<file path="src/design/sais_params.svh">
`ifndef SAIS_PARAMS_SVH
`define SAIS_PARAMS_SVH

// ****************************************
// Control word field positions
// ****************************************
`define SAIS_CW_ADDR_HI      7
`define SAIS_CW_ADDR_LO      4
`define SAIS_CW_LEN_HI       3
`define SAIS_CW_LEN_LO       2
`define SAIS_CW_LSB_FIRST_SELECT         1
`define SAIS_CW_BIP          0
`define SAIS_CW_RESET        8'h00

// ****************************************
// Length codes and clock counts
// ****************************************
`define SAIS_LEN_CODE_8      2'h1
`define SAIS_LEN_CODE_16     2'h3
`define SAIS_CLKS_8          5'h08
`define SAIS_CLKS_12         5'h0C
`define SAIS_CLKS_16         5'h10
`define SAIS_CTRL_BITS       5'h08
`define SAIS_SAMPLE_EDGE     5'h04

// ****************************************
// Channel address codes
// ****************************************
`define SAIS_ADDR_LAST_INPUT 4'hA
`define SAIS_ADDR_LAST_TEST  4'hD
`define SAIS_ADDR_PWRDN      4'hE

// ****************************************
// Timing
// ****************************************
`define SAIS_CLK_MHZ         40
`define SAIS_CONV_US         10
`define SAIS_CONV_CYCLES     (`SAIS_CONV_US * `SAIS_CLK_MHZ)
`define SAIS_CS_SETUP_NS     100
`define SAIS_CS_SETUP_CYCLES ((`SAIS_CS_SETUP_NS * `SAIS_CLK_MHZ + 999) / 1000)

`endif

</file>
<file path="src/design/sais_pkg.sv">
package sais_pkg;

   typedef enum logic [1:0] {
      SAIS_SRC_INPUT,
      SAIS_SRC_TEST,
      SAIS_SRC_PWRDN
   } sais_src_t;

   typedef struct packed {
      logic [3:0] addr;
      logic [1:0] len;
      logic       lsb_first_select;
      logic       bipolar_select;
   } sais_ctrl_t;

   typedef struct packed {
      logic [3:0] channel;
      sais_src_t  src;
      logic       bipolar_select;
   } sais_conv_req_t;

endpackage

</file>
<file path="src/design/sais_sync.sv">
`timescale 1ns/100ps

module sais_sync
   import sais_pkg::*;
(
   input  wire logic mclk,
   input  wire logic rst_b,
   input  wire logic d,
   output logic      q
);

   logic meta_ff;

   always_ff @(posedge mclk or negedge rst_b) begin
      if (!rst_b) begin
         meta_ff <= 1'b1;
         q       <= 1'b1;
      end else begin
         meta_ff <= d;
         q       <= meta_ff;
      end
   end

endmodule

</file>
<file path="src/design/sais_conv_timer.sv">
`timescale 1ns/100ps
`include "sais_params.svh"

module sais_conv_timer
   import sais_pkg::*;
#(
   parameter int CONV_CYCLES = `SAIS_CONV_CYCLES
) (
   input  wire logic mclk,
   input  wire logic rst_b,
   input  wire logic start,
   input  wire logic abort,
   output logic      busy,
   output logic      done
);

   logic [15:0] cnt_ff;

   // Interval counted on the internal clock
   always_ff @(posedge mclk or negedge rst_b) begin
      if (!rst_b) begin
         cnt_ff <= 16'h0000;
         busy   <= 1'b0;
         done   <= 1'b0;
      end else begin
         done <= 1'b0;
         if (abort) begin
            busy   <= 1'b0;
            cnt_ff <= 16'h0000;
         end else if (start) begin
            busy   <= 1'b1;
            cnt_ff <= 16'(CONV_CYCLES - 1);
         end else if (busy) begin
            if (cnt_ff == 16'h0000) begin
               busy <= 1'b0;
               done <= 1'b1;
            end else begin
               cnt_ff <= cnt_ff - 16'h0001;
            end
         end
      end
   end

endmodule

</file>
<file path="src/design/sais_io_seq.sv">
`timescale 1ns/100ps
`include "sais_params.svh"

// How it works
// RQ1 - Chip select high: ignore clock, tristate output
// RQ2 - Chip select falling starts sequence, drives output
// RQ3 - Control word: address, length, order, polarity
// RQ4 - Sample control bits on rising clock, MSB first
// RQ5 - Ignore data input after eighth clock
// RQ6 - Host supplies exactly 8/12/16 clocks
// RQ7 - Sample from fourth falling edge, hold at last
// RQ8 - Last falling edge: end-of-conversion low, start
// RQ9 - Shift previous result out while shifting in
// RQ10 - Chip select low: first bit on EOC rise
// RQ11 - Chip select raised: first bit at fall
// RQ12 - Advance output on each later falling edge
// RQ13 - Conversion timed by clock synced to link; the timer counts the free-running mclk instead
// RQ14 - On completion latch result, then raise EOC
// RQ15 - No conversion before I/O cycle completes
// RQ16 - Result held, shifted out next cycle
// RQ17 - Host must drop chip select after power-up
// RQ18 - Power-up: EOC high, control register zero
// RQ19 - Host discards first result after power-up
// RQ20 - Chip select toggle restarts fresh I/O cycle
// RQ21 - Wait setup time after chip select falls
// RQ22 - Twelve-bit cycle exactly twelve clocks
// RQ23 - Length code: 01=8, 11=16, else 12
// RQ24 - Sixteen pads four zeros, eight drops four
// RQ25 - Address applies to next conversion; code map
// RQ26 - LSB-first order, bipolar two's complement option
// RQ27 - EOC low for fixed parameter conversion interval
module sais_io_seq
   import sais_pkg::*;
#(
   parameter int CONV_CYCLES = `SAIS_CONV_CYCLES
) (
   input  wire logic       mclk,
   input  wire logic       rst_b,
   input  wire logic       cs_b,
   input  wire logic       io_clk,
   input  wire logic       data_in,
   input  wire logic [11:0] conv_result,
   output logic            data_out,
   output logic            data_out_oe,
   output logic            eoc,
   output logic [3:0]      analog_channel,
   output logic            test_select,
   output logic            power_down,
   output logic            sample_hold,
   output logic            conv_active
);

   // ****************************************
   // Input synchronisers
   // ****************************************
   logic cs_b_s;
   logic io_clk_s;
   logic data_in_s;

   sais_sync u_sync_cs (
      .mclk  (mclk),
      .rst_b (rst_b),
      .d     (cs_b),
      .q     (cs_b_s)
   );
   sais_sync u_sync_clk (
      .mclk  (mclk),
      .rst_b (rst_b),
      .d     (io_clk),
      .q     (io_clk_s)
   );
   sais_sync u_sync_din (
      .mclk  (mclk),
      .rst_b (rst_b),
      .d     (data_in),
      .q     (data_in_s)
   );

   // ****************************************
   // Edge detection
   // ****************************************
   logic cs_b_d_ff;
   logic io_clk_d_ff;
   logic setup_ok_ff;
   logic [7:0] setup_cnt_ff;

   always_ff @(posedge mclk or negedge rst_b) begin
      if (!rst_b) begin
         cs_b_d_ff   <= 1'b1;
         io_clk_d_ff <= 1'b0;
      end else begin
         cs_b_d_ff   <= cs_b_s;
         io_clk_d_ff <= io_clk_s;
      end
   end

   logic cs_fall;
   logic cs_rise;
   logic clk_rise;
   logic clk_fall;
   assign cs_fall  = cs_b_d_ff & ~cs_b_s;
   assign cs_rise  = ~cs_b_d_ff & cs_b_s;
   // Link pulses shorter than one mclk period can be missed
   // Link edges count only while selected and settled
   assign clk_rise = ~cs_b_s & setup_ok_ff & io_clk_s & ~io_clk_d_ff;   // RQ1
   assign clk_fall = ~cs_b_s & setup_ok_ff & ~io_clk_s & io_clk_d_ff;   // RQ1

   // Noise guard after chip select falls
   always_ff @(posedge mclk or negedge rst_b) begin
      if (!rst_b) begin
         setup_cnt_ff <= 8'h00;
         setup_ok_ff  <= 1'b0;
      end else if (cs_b_s) begin
         setup_cnt_ff <= 8'h00;
         setup_ok_ff  <= 1'b0;
      end else if (!setup_ok_ff) begin
         if (setup_cnt_ff == 8'(`SAIS_CS_SETUP_CYCLES - 1))
            setup_ok_ff <= 1'b1;   // RQ21
         else
            setup_cnt_ff <= setup_cnt_ff + 8'h01;
      end
   end

   // ****************************************
   // I/O cycle
   // ****************************************
   logic [7:0] ctrl_ff;
   logic [4:0] rise_cnt_ff;
   logic [4:0] fall_cnt_ff;
   logic       io_done_ff;
   logic [4:0] io_len;
   sais_ctrl_t cur_ctrl;
   logic       conv_busy;
   logic       conv_done;
   logic       last_fall;

   assign cur_ctrl = sais_ctrl_t'(ctrl_ff);

   // Length in force once all eight control bits have arrived
   always_comb begin
      case (cur_ctrl.len)   // RQ23
         `SAIS_LEN_CODE_8:  io_len = `SAIS_CLKS_8;
         `SAIS_LEN_CODE_16: io_len = `SAIS_CLKS_16;
         default:           io_len = `SAIS_CLKS_12;
      endcase
   end

   // Length bits are in by the eighth rise, before any last fall can match
   assign last_fall = clk_fall & !io_done_ff & (fall_cnt_ff + 5'h01 == io_len);   // RQ6 RQ22

   always_ff @(posedge mclk or negedge rst_b) begin
      if (!rst_b) begin
         ctrl_ff     <= `SAIS_CW_RESET;   // RQ18
         rise_cnt_ff <= 5'h00;
      end else if (cs_fall) begin
         rise_cnt_ff <= 5'h00;   // RQ20
      end else if (clk_rise && !io_done_ff) begin
         if (rise_cnt_ff < `SAIS_CTRL_BITS) begin
            ctrl_ff     <= {ctrl_ff[6:0], data_in_s};   // RQ4 RQ3
            rise_cnt_ff <= rise_cnt_ff + 5'h01;
         end   // RQ5
      end else if (last_fall) begin
         rise_cnt_ff <= 5'h00;
      end
   end

   always_ff @(posedge mclk or negedge rst_b) begin
      if (!rst_b) begin
         fall_cnt_ff <= 5'h00;
         io_done_ff  <= 1'b0;
      end else if (cs_fall) begin
         fall_cnt_ff <= 5'h00;
         io_done_ff  <= 1'b0;
      end else if (last_fall) begin
         fall_cnt_ff <= 5'h00;
         io_done_ff  <= 1'b1;
      end else if (clk_fall && !io_done_ff) begin
         fall_cnt_ff <= fall_cnt_ff + 5'h01;
      end else if (conv_done) begin
         io_done_ff  <= 1'b0;
      end
   end

   // Acquisition window
   always_ff @(posedge mclk or negedge rst_b) begin
      if (!rst_b) begin
         sample_hold <= 1'b0;
      end else if (cs_fall || cs_rise || last_fall) begin
         // A cycle cut short by deselect must not leave the window open
         sample_hold <= 1'b0;   // RQ7
      end else if (clk_fall && fall_cnt_ff + 5'h01 == `SAIS_SAMPLE_EDGE) begin
         sample_hold <= 1'b1;   // RQ7
      end
   end

   // ****************************************
   // Conversion
   // ****************************************
   sais_conv_req_t req_ff;

   // Timer runs on mclk, started once by the last link fall
   // A falling select aborts a running conversion
   sais_conv_timer #(
      .CONV_CYCLES (CONV_CYCLES)
   ) u_timer (
      .mclk  (mclk),
      .rst_b (rst_b),
      .start (last_fall),   // RQ13 RQ15 RQ27
      .abort (cs_fall),
      .busy  (conv_busy),
      .done  (conv_done)
   );

   always_ff @(posedge mclk or negedge rst_b) begin
      if (!rst_b) begin
         req_ff <= '0;
      end else if (last_fall) begin
         req_ff.channel        <= cur_ctrl.addr;   // RQ25
         req_ff.bipolar_select <= cur_ctrl.bipolar_select;
         if (cur_ctrl.addr <= `SAIS_ADDR_LAST_INPUT)
            req_ff.src <= SAIS_SRC_INPUT;
         else if (cur_ctrl.addr <= `SAIS_ADDR_LAST_TEST)
            req_ff.src <= SAIS_SRC_TEST;
         else
            req_ff.src <= SAIS_SRC_PWRDN;
      end
   end

   always_ff @(posedge mclk or negedge rst_b) begin
      if (!rst_b) begin
         analog_channel <= 4'h0;
         test_select    <= 1'b0;
         power_down     <= 1'b0;
         conv_active    <= 1'b0;
      end else begin
         analog_channel <= req_ff.channel;
         test_select    <= req_ff.src == SAIS_SRC_TEST;
         // Test codes only steer the mux; power down needs its own code
         power_down     <= req_ff.src == SAIS_SRC_PWRDN && req_ff.channel == `SAIS_ADDR_PWRDN;
         conv_active    <= conv_busy;
      end
   end

   always_ff @(posedge mclk or negedge rst_b) begin
      if (!rst_b)
         eoc <= 1'b1;   // RQ18
      else if (last_fall)
         eoc <= 1'b0;   // RQ8
      else if (conv_done || (cs_fall && !eoc))
         eoc <= 1'b1;   // RQ14
   end

   // ****************************************
   // Output register
   // ****************************************
   logic [15:0] out_ff;
   logic [15:0] shift_ff;
   logic [11:0] fmt;
   logic [11:0] rev;
   logic [15:0] lsb_word;
   logic [15:0] out_word;
   logic        ord_lsb_ff;
   logic [1:0]  ord_len_ff;

   // Bipolar flips the top bit: offset binary to two's complement
   assign fmt = req_ff.bipolar_select ? {~conv_result[11], conv_result[10:0]}
                                      : conv_result;   // RQ26

   // Order and length of the word that started this conversion
   // Fixed before the result exists, so the view never shifts mid-read
   always_ff @(posedge mclk or negedge rst_b) begin
      if (!rst_b) begin
         ord_lsb_ff <= 1'b0;
         ord_len_ff <= 2'h0;
      end else if (last_fall) begin
         ord_lsb_ff <= cur_ctrl.lsb_first_select;   // RQ26
         ord_len_ff <= cur_ctrl.len;   // RQ24
      end
   end

   // Bit reversal for LSB-first order
   generate
      for (genvar i = 0; i < 12; i++) begin : g_rev
         assign rev[i] = fmt[11 - i];
      end
   endgenerate

   // LSB-first starts at the lowest kept bit, except sixteen, which sends four zeros first
   always_comb begin
      case (ord_len_ff)
         `SAIS_LEN_CODE_8:  lsb_word = {rev[7:0], 8'h00};   // RQ24
         `SAIS_LEN_CODE_16: lsb_word = {4'h0, rev};   // RQ24
         default:           lsb_word = {rev, 4'h0};
      endcase
   end

   assign out_word = ord_lsb_ff ? lsb_word : {fmt, 4'h0};   // RQ26

   always_ff @(posedge mclk or negedge rst_b) begin
      if (!rst_b)
         out_ff <= 16'h0000;   // RQ18
      else if (conv_done)
         out_ff <= out_word;   // RQ14 RQ16 RQ24
   end

   // ****************************************
   // Serial output
   // ****************************************
   logic [4:0] bit_idx_ff;

   always_ff @(posedge mclk or negedge rst_b) begin
      if (!rst_b) begin
         bit_idx_ff <= 5'h00;
         shift_ff   <= 16'h0000;
      end else if (cs_fall || conv_done) begin
         bit_idx_ff <= 5'h00;   // RQ10 RQ11
         shift_ff   <= conv_done ? out_word : out_ff;
      end else if (clk_fall && !io_done_ff) begin
         bit_idx_ff <= bit_idx_ff + 5'h01;   // RQ12 RQ9
      end
   end

   logic cur_bit;
   always_comb begin
      if (bit_idx_ff[4])
         cur_bit = 1'b0;
      else
         cur_bit = shift_ff[4'(15 - bit_idx_ff[3:0])];   // RQ12
   end

   always_ff @(posedge mclk or negedge rst_b) begin
      if (!rst_b) begin
         data_out    <= 1'b0;
         data_out_oe <= 1'b0;
      end else begin
         data_out    <= cur_bit;
         data_out_oe <= ~cs_b_s;   // RQ1 RQ2
      end
   end

endmodule

</file>
<file path="config.mk">
export PLATFORM = sky130hd
export DESIGN_NAME = sais_io_seq
export DESIGN_NICKNAME = d
export VERILOG_FILES = /design/src/design/sais_pkg.sv /design/src/design/sais_sync.sv /design/src/design/sais_conv_timer.sv /design/src/design/sais_io_seq.sv
export VERILOG_INCLUDE_DIRS = /design/src /design/src/design
export SDC_FILE = /design/constraint.sdc
export NUM_CORES = 1
export LEC_CHECK = 0
export BUFFER_PORTS_ARGS = -buffer_cell sky130_fd_sc_hd__buf_4
export CAP_MARGIN = 20
export CORE_AREA = 3 3 123 125
export DETAILED_ROUTE_END_ITERATION = 12
export DIE_AREA = 0 0 126 128
export PLACE_DENSITY_LB_ADDON = 0.15
export SLEW_MARGIN = 20
export SYNTH_ARGS = -nofsm -noshare
export SYNTH_HDL_FRONTEND = slang
export SYNTH_HIERARCHICAL = 1
export SYNTH_SLANG_ARGS = --single-unit
export TNS_END_PERCENT = 100
</file>
<file path="constraint.sdc">
create_clock -name mclk -period 3.15 [get_ports mclk]
set_input_delay 0.1575 -clock mclk [delete_from_list [all_inputs] [get_ports mclk]]
set_output_delay 0.1575 -clock mclk [all_outputs]
set_load 0.02 [all_outputs]
</file>
After elaboration in Yosys (flattened, before gate mapping)
Cells that the tools add are included.

Add/subtract/negate cells: 6. Order comparisons: 4. Equality and inequality tests: 15. Muxes and demuxes: 45. Bitwise operators: 15. Reduce and logical (&&, ||, !) cells: 24.

Operator list (count): 16-bit 2-to-1 mux (6); 5-bit 2-to-1 mux (9); 16-bit case mux with 2 select lines (1); 8-bit 2-to-1 mux (3); 1-bit 2-to-1 mux (21); 16-bit logical NOT (1); 16-bit by 1-bit subtractor with 16-bit output (second input constant) (1); 5-bit by 1-bit adder with 5-bit output (second input constant) (3); 12-bit 2-to-1 mux (1); 3-bit nonzero test (4); 5-bit case mux with 2 select lines (1); 1-bit AND (9); 8-bit by 1-bit adder with 8-bit output (second input constant) (1); 8-bit by 2-bit equality test with 1-bit output (second input constant) (1); 4-bit <= comparator (second input constant) (2); 2-bit AND reduction (4); 2-bit by 1-bit equality test with 1-bit output (second input constant) (3); 2-bit equality test (second input constant) (3); 3-bit != test (second input constant) (2); 1-bit NOT (6); 2-bit nonzero test (3); 5-bit by 3-bit equality test with 1-bit output (second input constant) (1); 5-bit equality test (1); 1-bit logical AND (5); other kinds (11) (17).

Bits in registers: 112. Word-level logic and storage cells: 142.

Longest topological paths before layout
Depth after elaboration: 9. Gate-level depth with buffers: 12.

By module
Netlist, hierarchy kept.

By module, submodules not included: sais_io_seq (times used 1, cells an instance 378, area an instance 4330.4 µm², sequential area each 2204.6 µm²); sais_conv_timer (times used 1, cells an instance 120, area an instance 1089.8 µm², sequential area each 450.4 µm²); sais_sync (times used 3, cells an instance 2, area an instance 52.6 µm², sequential area each 52.6 µm²).

Worst setup path after synthesis
Ideal clock, no wire load.

Path kind: register -> register. Start: register fall_cnt_ff[0]. End: register u_timer.cnt_ff[1]. Library setup time: 0.077 ns. Data arrival time: 2.362 ns. Setup slack: 0.710 ns. Stages on the path, launching flop included: 12. Path through: dfrtp_1 ha_1 buf_2 a21o_1 a21oi_1 nor3_2 o21bai_1 a21boi_0 clkbuf_1 inv_1 a41o_1 a21oi_1.

Word-level cells in the longest chain between the ends: 5. Elaborated cells on any way between the ends: 8.

Ends and longest elaborated chain: from (decl) (RTL line sais_io_seq.sv:129) `logic [4:0] fall_cnt_ff;`; from (signal assigned) (RTL line sais_io_seq.sv:178) `fall_cnt_ff <= fall_cnt_ff + 5'h01;`; 5-bit by 1-bit adder with 5-bit output (*) (RTL line sais_io_seq.sv:149) `assign last_fall = clk_fall & !io_done_ff & (fall_cnt_ff + 5'h01 == io_len);`; 5-bit equality test (*) (RTL line sais_io_seq.sv:149); 1-bit AND (*) (RTL line sais_io_seq.sv:149); named net last_fall (RTL line sais_io_seq.sv:135) `logic last_fall;`; 3-bit != test (no line) (tied with other cells); 2-bit AND reduction (no line) or 16-bit 2-to-1 mux (tied branches); to (signal assigned) (RTL line sais_conv_timer.sv:32) `cnt_ff <= 16'(CONV_CYCLES - 1);`; to (signal assigned) (RTL line sais_conv_timer.sv:38) `cnt_ff <= cnt_ff - 16'h0001;`; to (decl) (RTL line sais_conv_timer.sv:17) `logic [15:0] cnt_ff;`.

Mark *: on every way through the listed nets, which the timed path passes. The rest lies on a longest branch. A chain may end at the register's enable or synchronous reset.

Worst setup path in the final report
Start: register fall_cnt_ff[0]. End: register u_timer.cnt_ff[14].

Same word-level chain as after synthesis.

==> results.cfg <==
[sta]
timing.fmax_mhz = 394
tightest_slew_ps = 776
final-setup-viol-count = 0
rsz0062_at_grt = no
finalHoldViolCount = 0
report.final.slew_viol_count = 0
relSlewSlack = 0.483
min_period_over_period = 0.805
finClkSkew_ps = 9.46
tns_ps = 0
fin_crit_ps = 2540
worst_slack_ps = 613

[global_route]
grt_pass1_vias = 3822
grt_pass1_wl_um = 19000
overflow = 0
grt_util_all_layers = 0.143
grt_max_degree = 63
antenna_found_initial = 0

[yosys]
postSynthCellCount = 504
synth_top_cell_by_area = dfrtp_1
yosysSeqAreaShare = 0.504
synth_common_cells = dfrtp_1, nor2_1, a21oi_1
avgSynthCellArea_sq_um = 11.1
synth-simple-area-share = 0.203
synth_ff_type = dfrtp_1
yosysTopAreaCellShare = 0.467
synth-async-reset-ratio = 1.00
synthDistinctLibCells = 68
ys_warn_count = 6
synthXorXnorAreaFrac = 0.0251
synth_fa_ha_area_frac = 0.0157
ys_ff_latch = 112
synth_top_family_by_area = simple AND/OR/NAND/NOR gates
synth_compound_area_frac = 0.0978
syn-cell-area_sq_mm = 0.00558
synthTopCellsByArea = dfrtp_1, mux2_2, dfstp_2
synth-edff-count = 0
syn-num-nets = 528
yosysMostFrequentCell = dfrtp_1
muxShareOfSynthArea = 0.122

[drt]
first_pass_iters = 6
antenna_left = 0
drt_wl_total_um = 10800
vias = 3771
via_per_inst = 5.30
first_iter_violations = 189
route.detailed.drc = 0
wl_per_cell_um = 15.2

[worst_setup_path]
crit_path_end_kind = register
cp-start-kind = register
crit_required_ps = 3380
worst-setup-path-type = reg -> reg
critPathMaxFanout = 12
arrival_ps = 2770

[floorplanning]
die_area_sq_mm = 0.0161
initial_core_util = 0.399
ios = 28
die_w_um = 126
fp-row-count = 43
die_h_um = 128
core_sq_mm = 0.0140

[cts]
clk_pin_slew_worst_paths_ps = 70
clock_latency_ps = 350
clock_sinks = 112
cts_root_buffer = clkbuf_16
clock_path_buffers = 2
htree_levels = 3
cts_tree = yes
cts_setup_buffers = 0
cts_buffers = 9

[layout]
num_antenna_cells = 0
fin_cells = 712
final_nets = 551
drive_above_1_share = 0.231
syn2layout_area_growth_pct = 12.6

[worst_hold_path]
hold_class = in -> reg

[flow_run]
drv_cap = 0

[power]
ir_worst_vdd_mv = 0.213
p_per_area_mw_per_mm2 = 449
total_power_mw = 2.82
leakage_nw = 2.82

[outcome]
status = completed

[placement]
numPortBuffers = 27
place_congestion = 0.779
hpwl_um = 7440
placed_cells = 692
post-place-ws_ps = 629
-- state kept, by name, summed over array words and instances (netlist names), 2 cells and up --
| register | count |
|---|---|
| fall_cnt_ff | 5 |
| analog_channel | 4 |
| bit_idx_ff | 5 |
| u_timer/cnt_ff | 16 |
| setup_cnt_ff | 8 |
| ord_len_ff | 2 |
| rise_cnt_ff | 5 |
| shift_ff | 16 |
| ctrl_ff | 8 |
| out_ff | 16 |
| req_ff | 7 |
-- cell families (layout without fill, tap and decap cells) --
family | after synthesis | after routing
AOI/OAI and AO/OA | 84 | 84
adders and majority gates | 7 | 7
xor gates and xnor gates | 16 | 16
DFF | 112 | 112
buffers and inverters | 39 | 67
and+or+nand+nor | 191 | 191
muxes | 55 | 55
-- worst max-delay path, cell delays in order (launching register included) --
cell and delay, ps:
dfrtp_1 470, ha_1 350, a21o_1 190, a21oi_1 240, nor3_2 100, o21bai_1 160, a21boi_0 160, buf_4 210
or2_2 240, nor2_1 60, a41o_1 230
-- repair_timing --
action,4_1_cts,5_1_grt
hold endpoints to repair,57,0
resized for setup,0,0
hold buffers,4,0
-- placed cells by master (no fill, tap or decap), types with 6 or more instances in the layout --
master     synthesis  routed
a21oi_1           34      34
a31oi_1            7       7
and3_1             7       7
buf_4              2      33
clkbuf_16          0       9
dfrtp_1          104     104
dfstp_2            8       8
ha_1               7       7
inv_1             13      13
mux2_2            29      29
mux2_4             6       6
mux2i_1           15      15
nand2_1           33      33
nand2b_1          13      13
nand3_1           15      15
nand4_1            8       8
nor2_1            44      44
nor2b_1           11      11
nor3_1            13      13
o21ai_0           15      15
xor2_1            11      11
-- metal layers --
| layer | GRT usage | up-vias | wire length, um |
|---|---|---|---|
| li1 | - | 1857 | - |
| met1 | 0.201 | 1860 | 5500 |
| met2 | 0.223 | 39 | 4850 |
| met3 | 0.0246 | 15 | 272 |
| met4 | 0.0574 | 0 | 207 |
| met5 | 0 | - | 0 |
-- final timing paths --
check | from | to | slack, ps | cells after the start
setup / recovery | fall_cnt_ff[0]$_DFFE_PN0P_ | u_timer/cnt_ff[14]$_DFFE_PN0P_ | 610 | 10
hold / removal | conv_result[10] | out_ff[1]$_DFF_PN0_ | 90 | 3
setup reg to reg | fall_cnt_ff[0]$_DFFE_PN0P_ | u_timer/cnt_ff[14]$_DFFE_PN0P_ | 610 | 10
hold reg to reg | u_sync_clk/meta_ff$_DFF_PN1_ | u_sync_clk/q$_DFF_PN1_ | 360 | 0
max in group asynchronous | rst_b | eoc$_DFFE_PN1P_ | 1920 | 3
min in group asynchronous | rst_b | analog_channel[2]$_DFF_PN0_ | 430 | 2
-- power breakdown --
part	switching, mW	internal [mW]
logic	0.0948	0.0716
registers	0.0356	1.47
clock network	0.520	0.627
total	0.650	2.17
-- metrics by stage --
stage               hold slack, ps  utilization  area, sq um
finish                        91.2        0.449         6280
global route                   111        0.449         6280
CTS                           81.0        0.449         6280
detailed placement             267        0.425         5940
global placement               267        0.425         5940
floorplan                     -138            -         5580
-- cell type report --
type | count | area, sq um
Timing Repair Buffer | 38 | 308
Clock inverter | 5 | 63.8
Multi-Input combinational cell | 353 | 2590
Sequential cell | 112 | 2810
Inverter | 13 | 48.8
Tap cell | 180 | 225
Fill cell | 1342 | 7710
Clock buffer | 11 | 233
(Power assumes the default switching activity.)
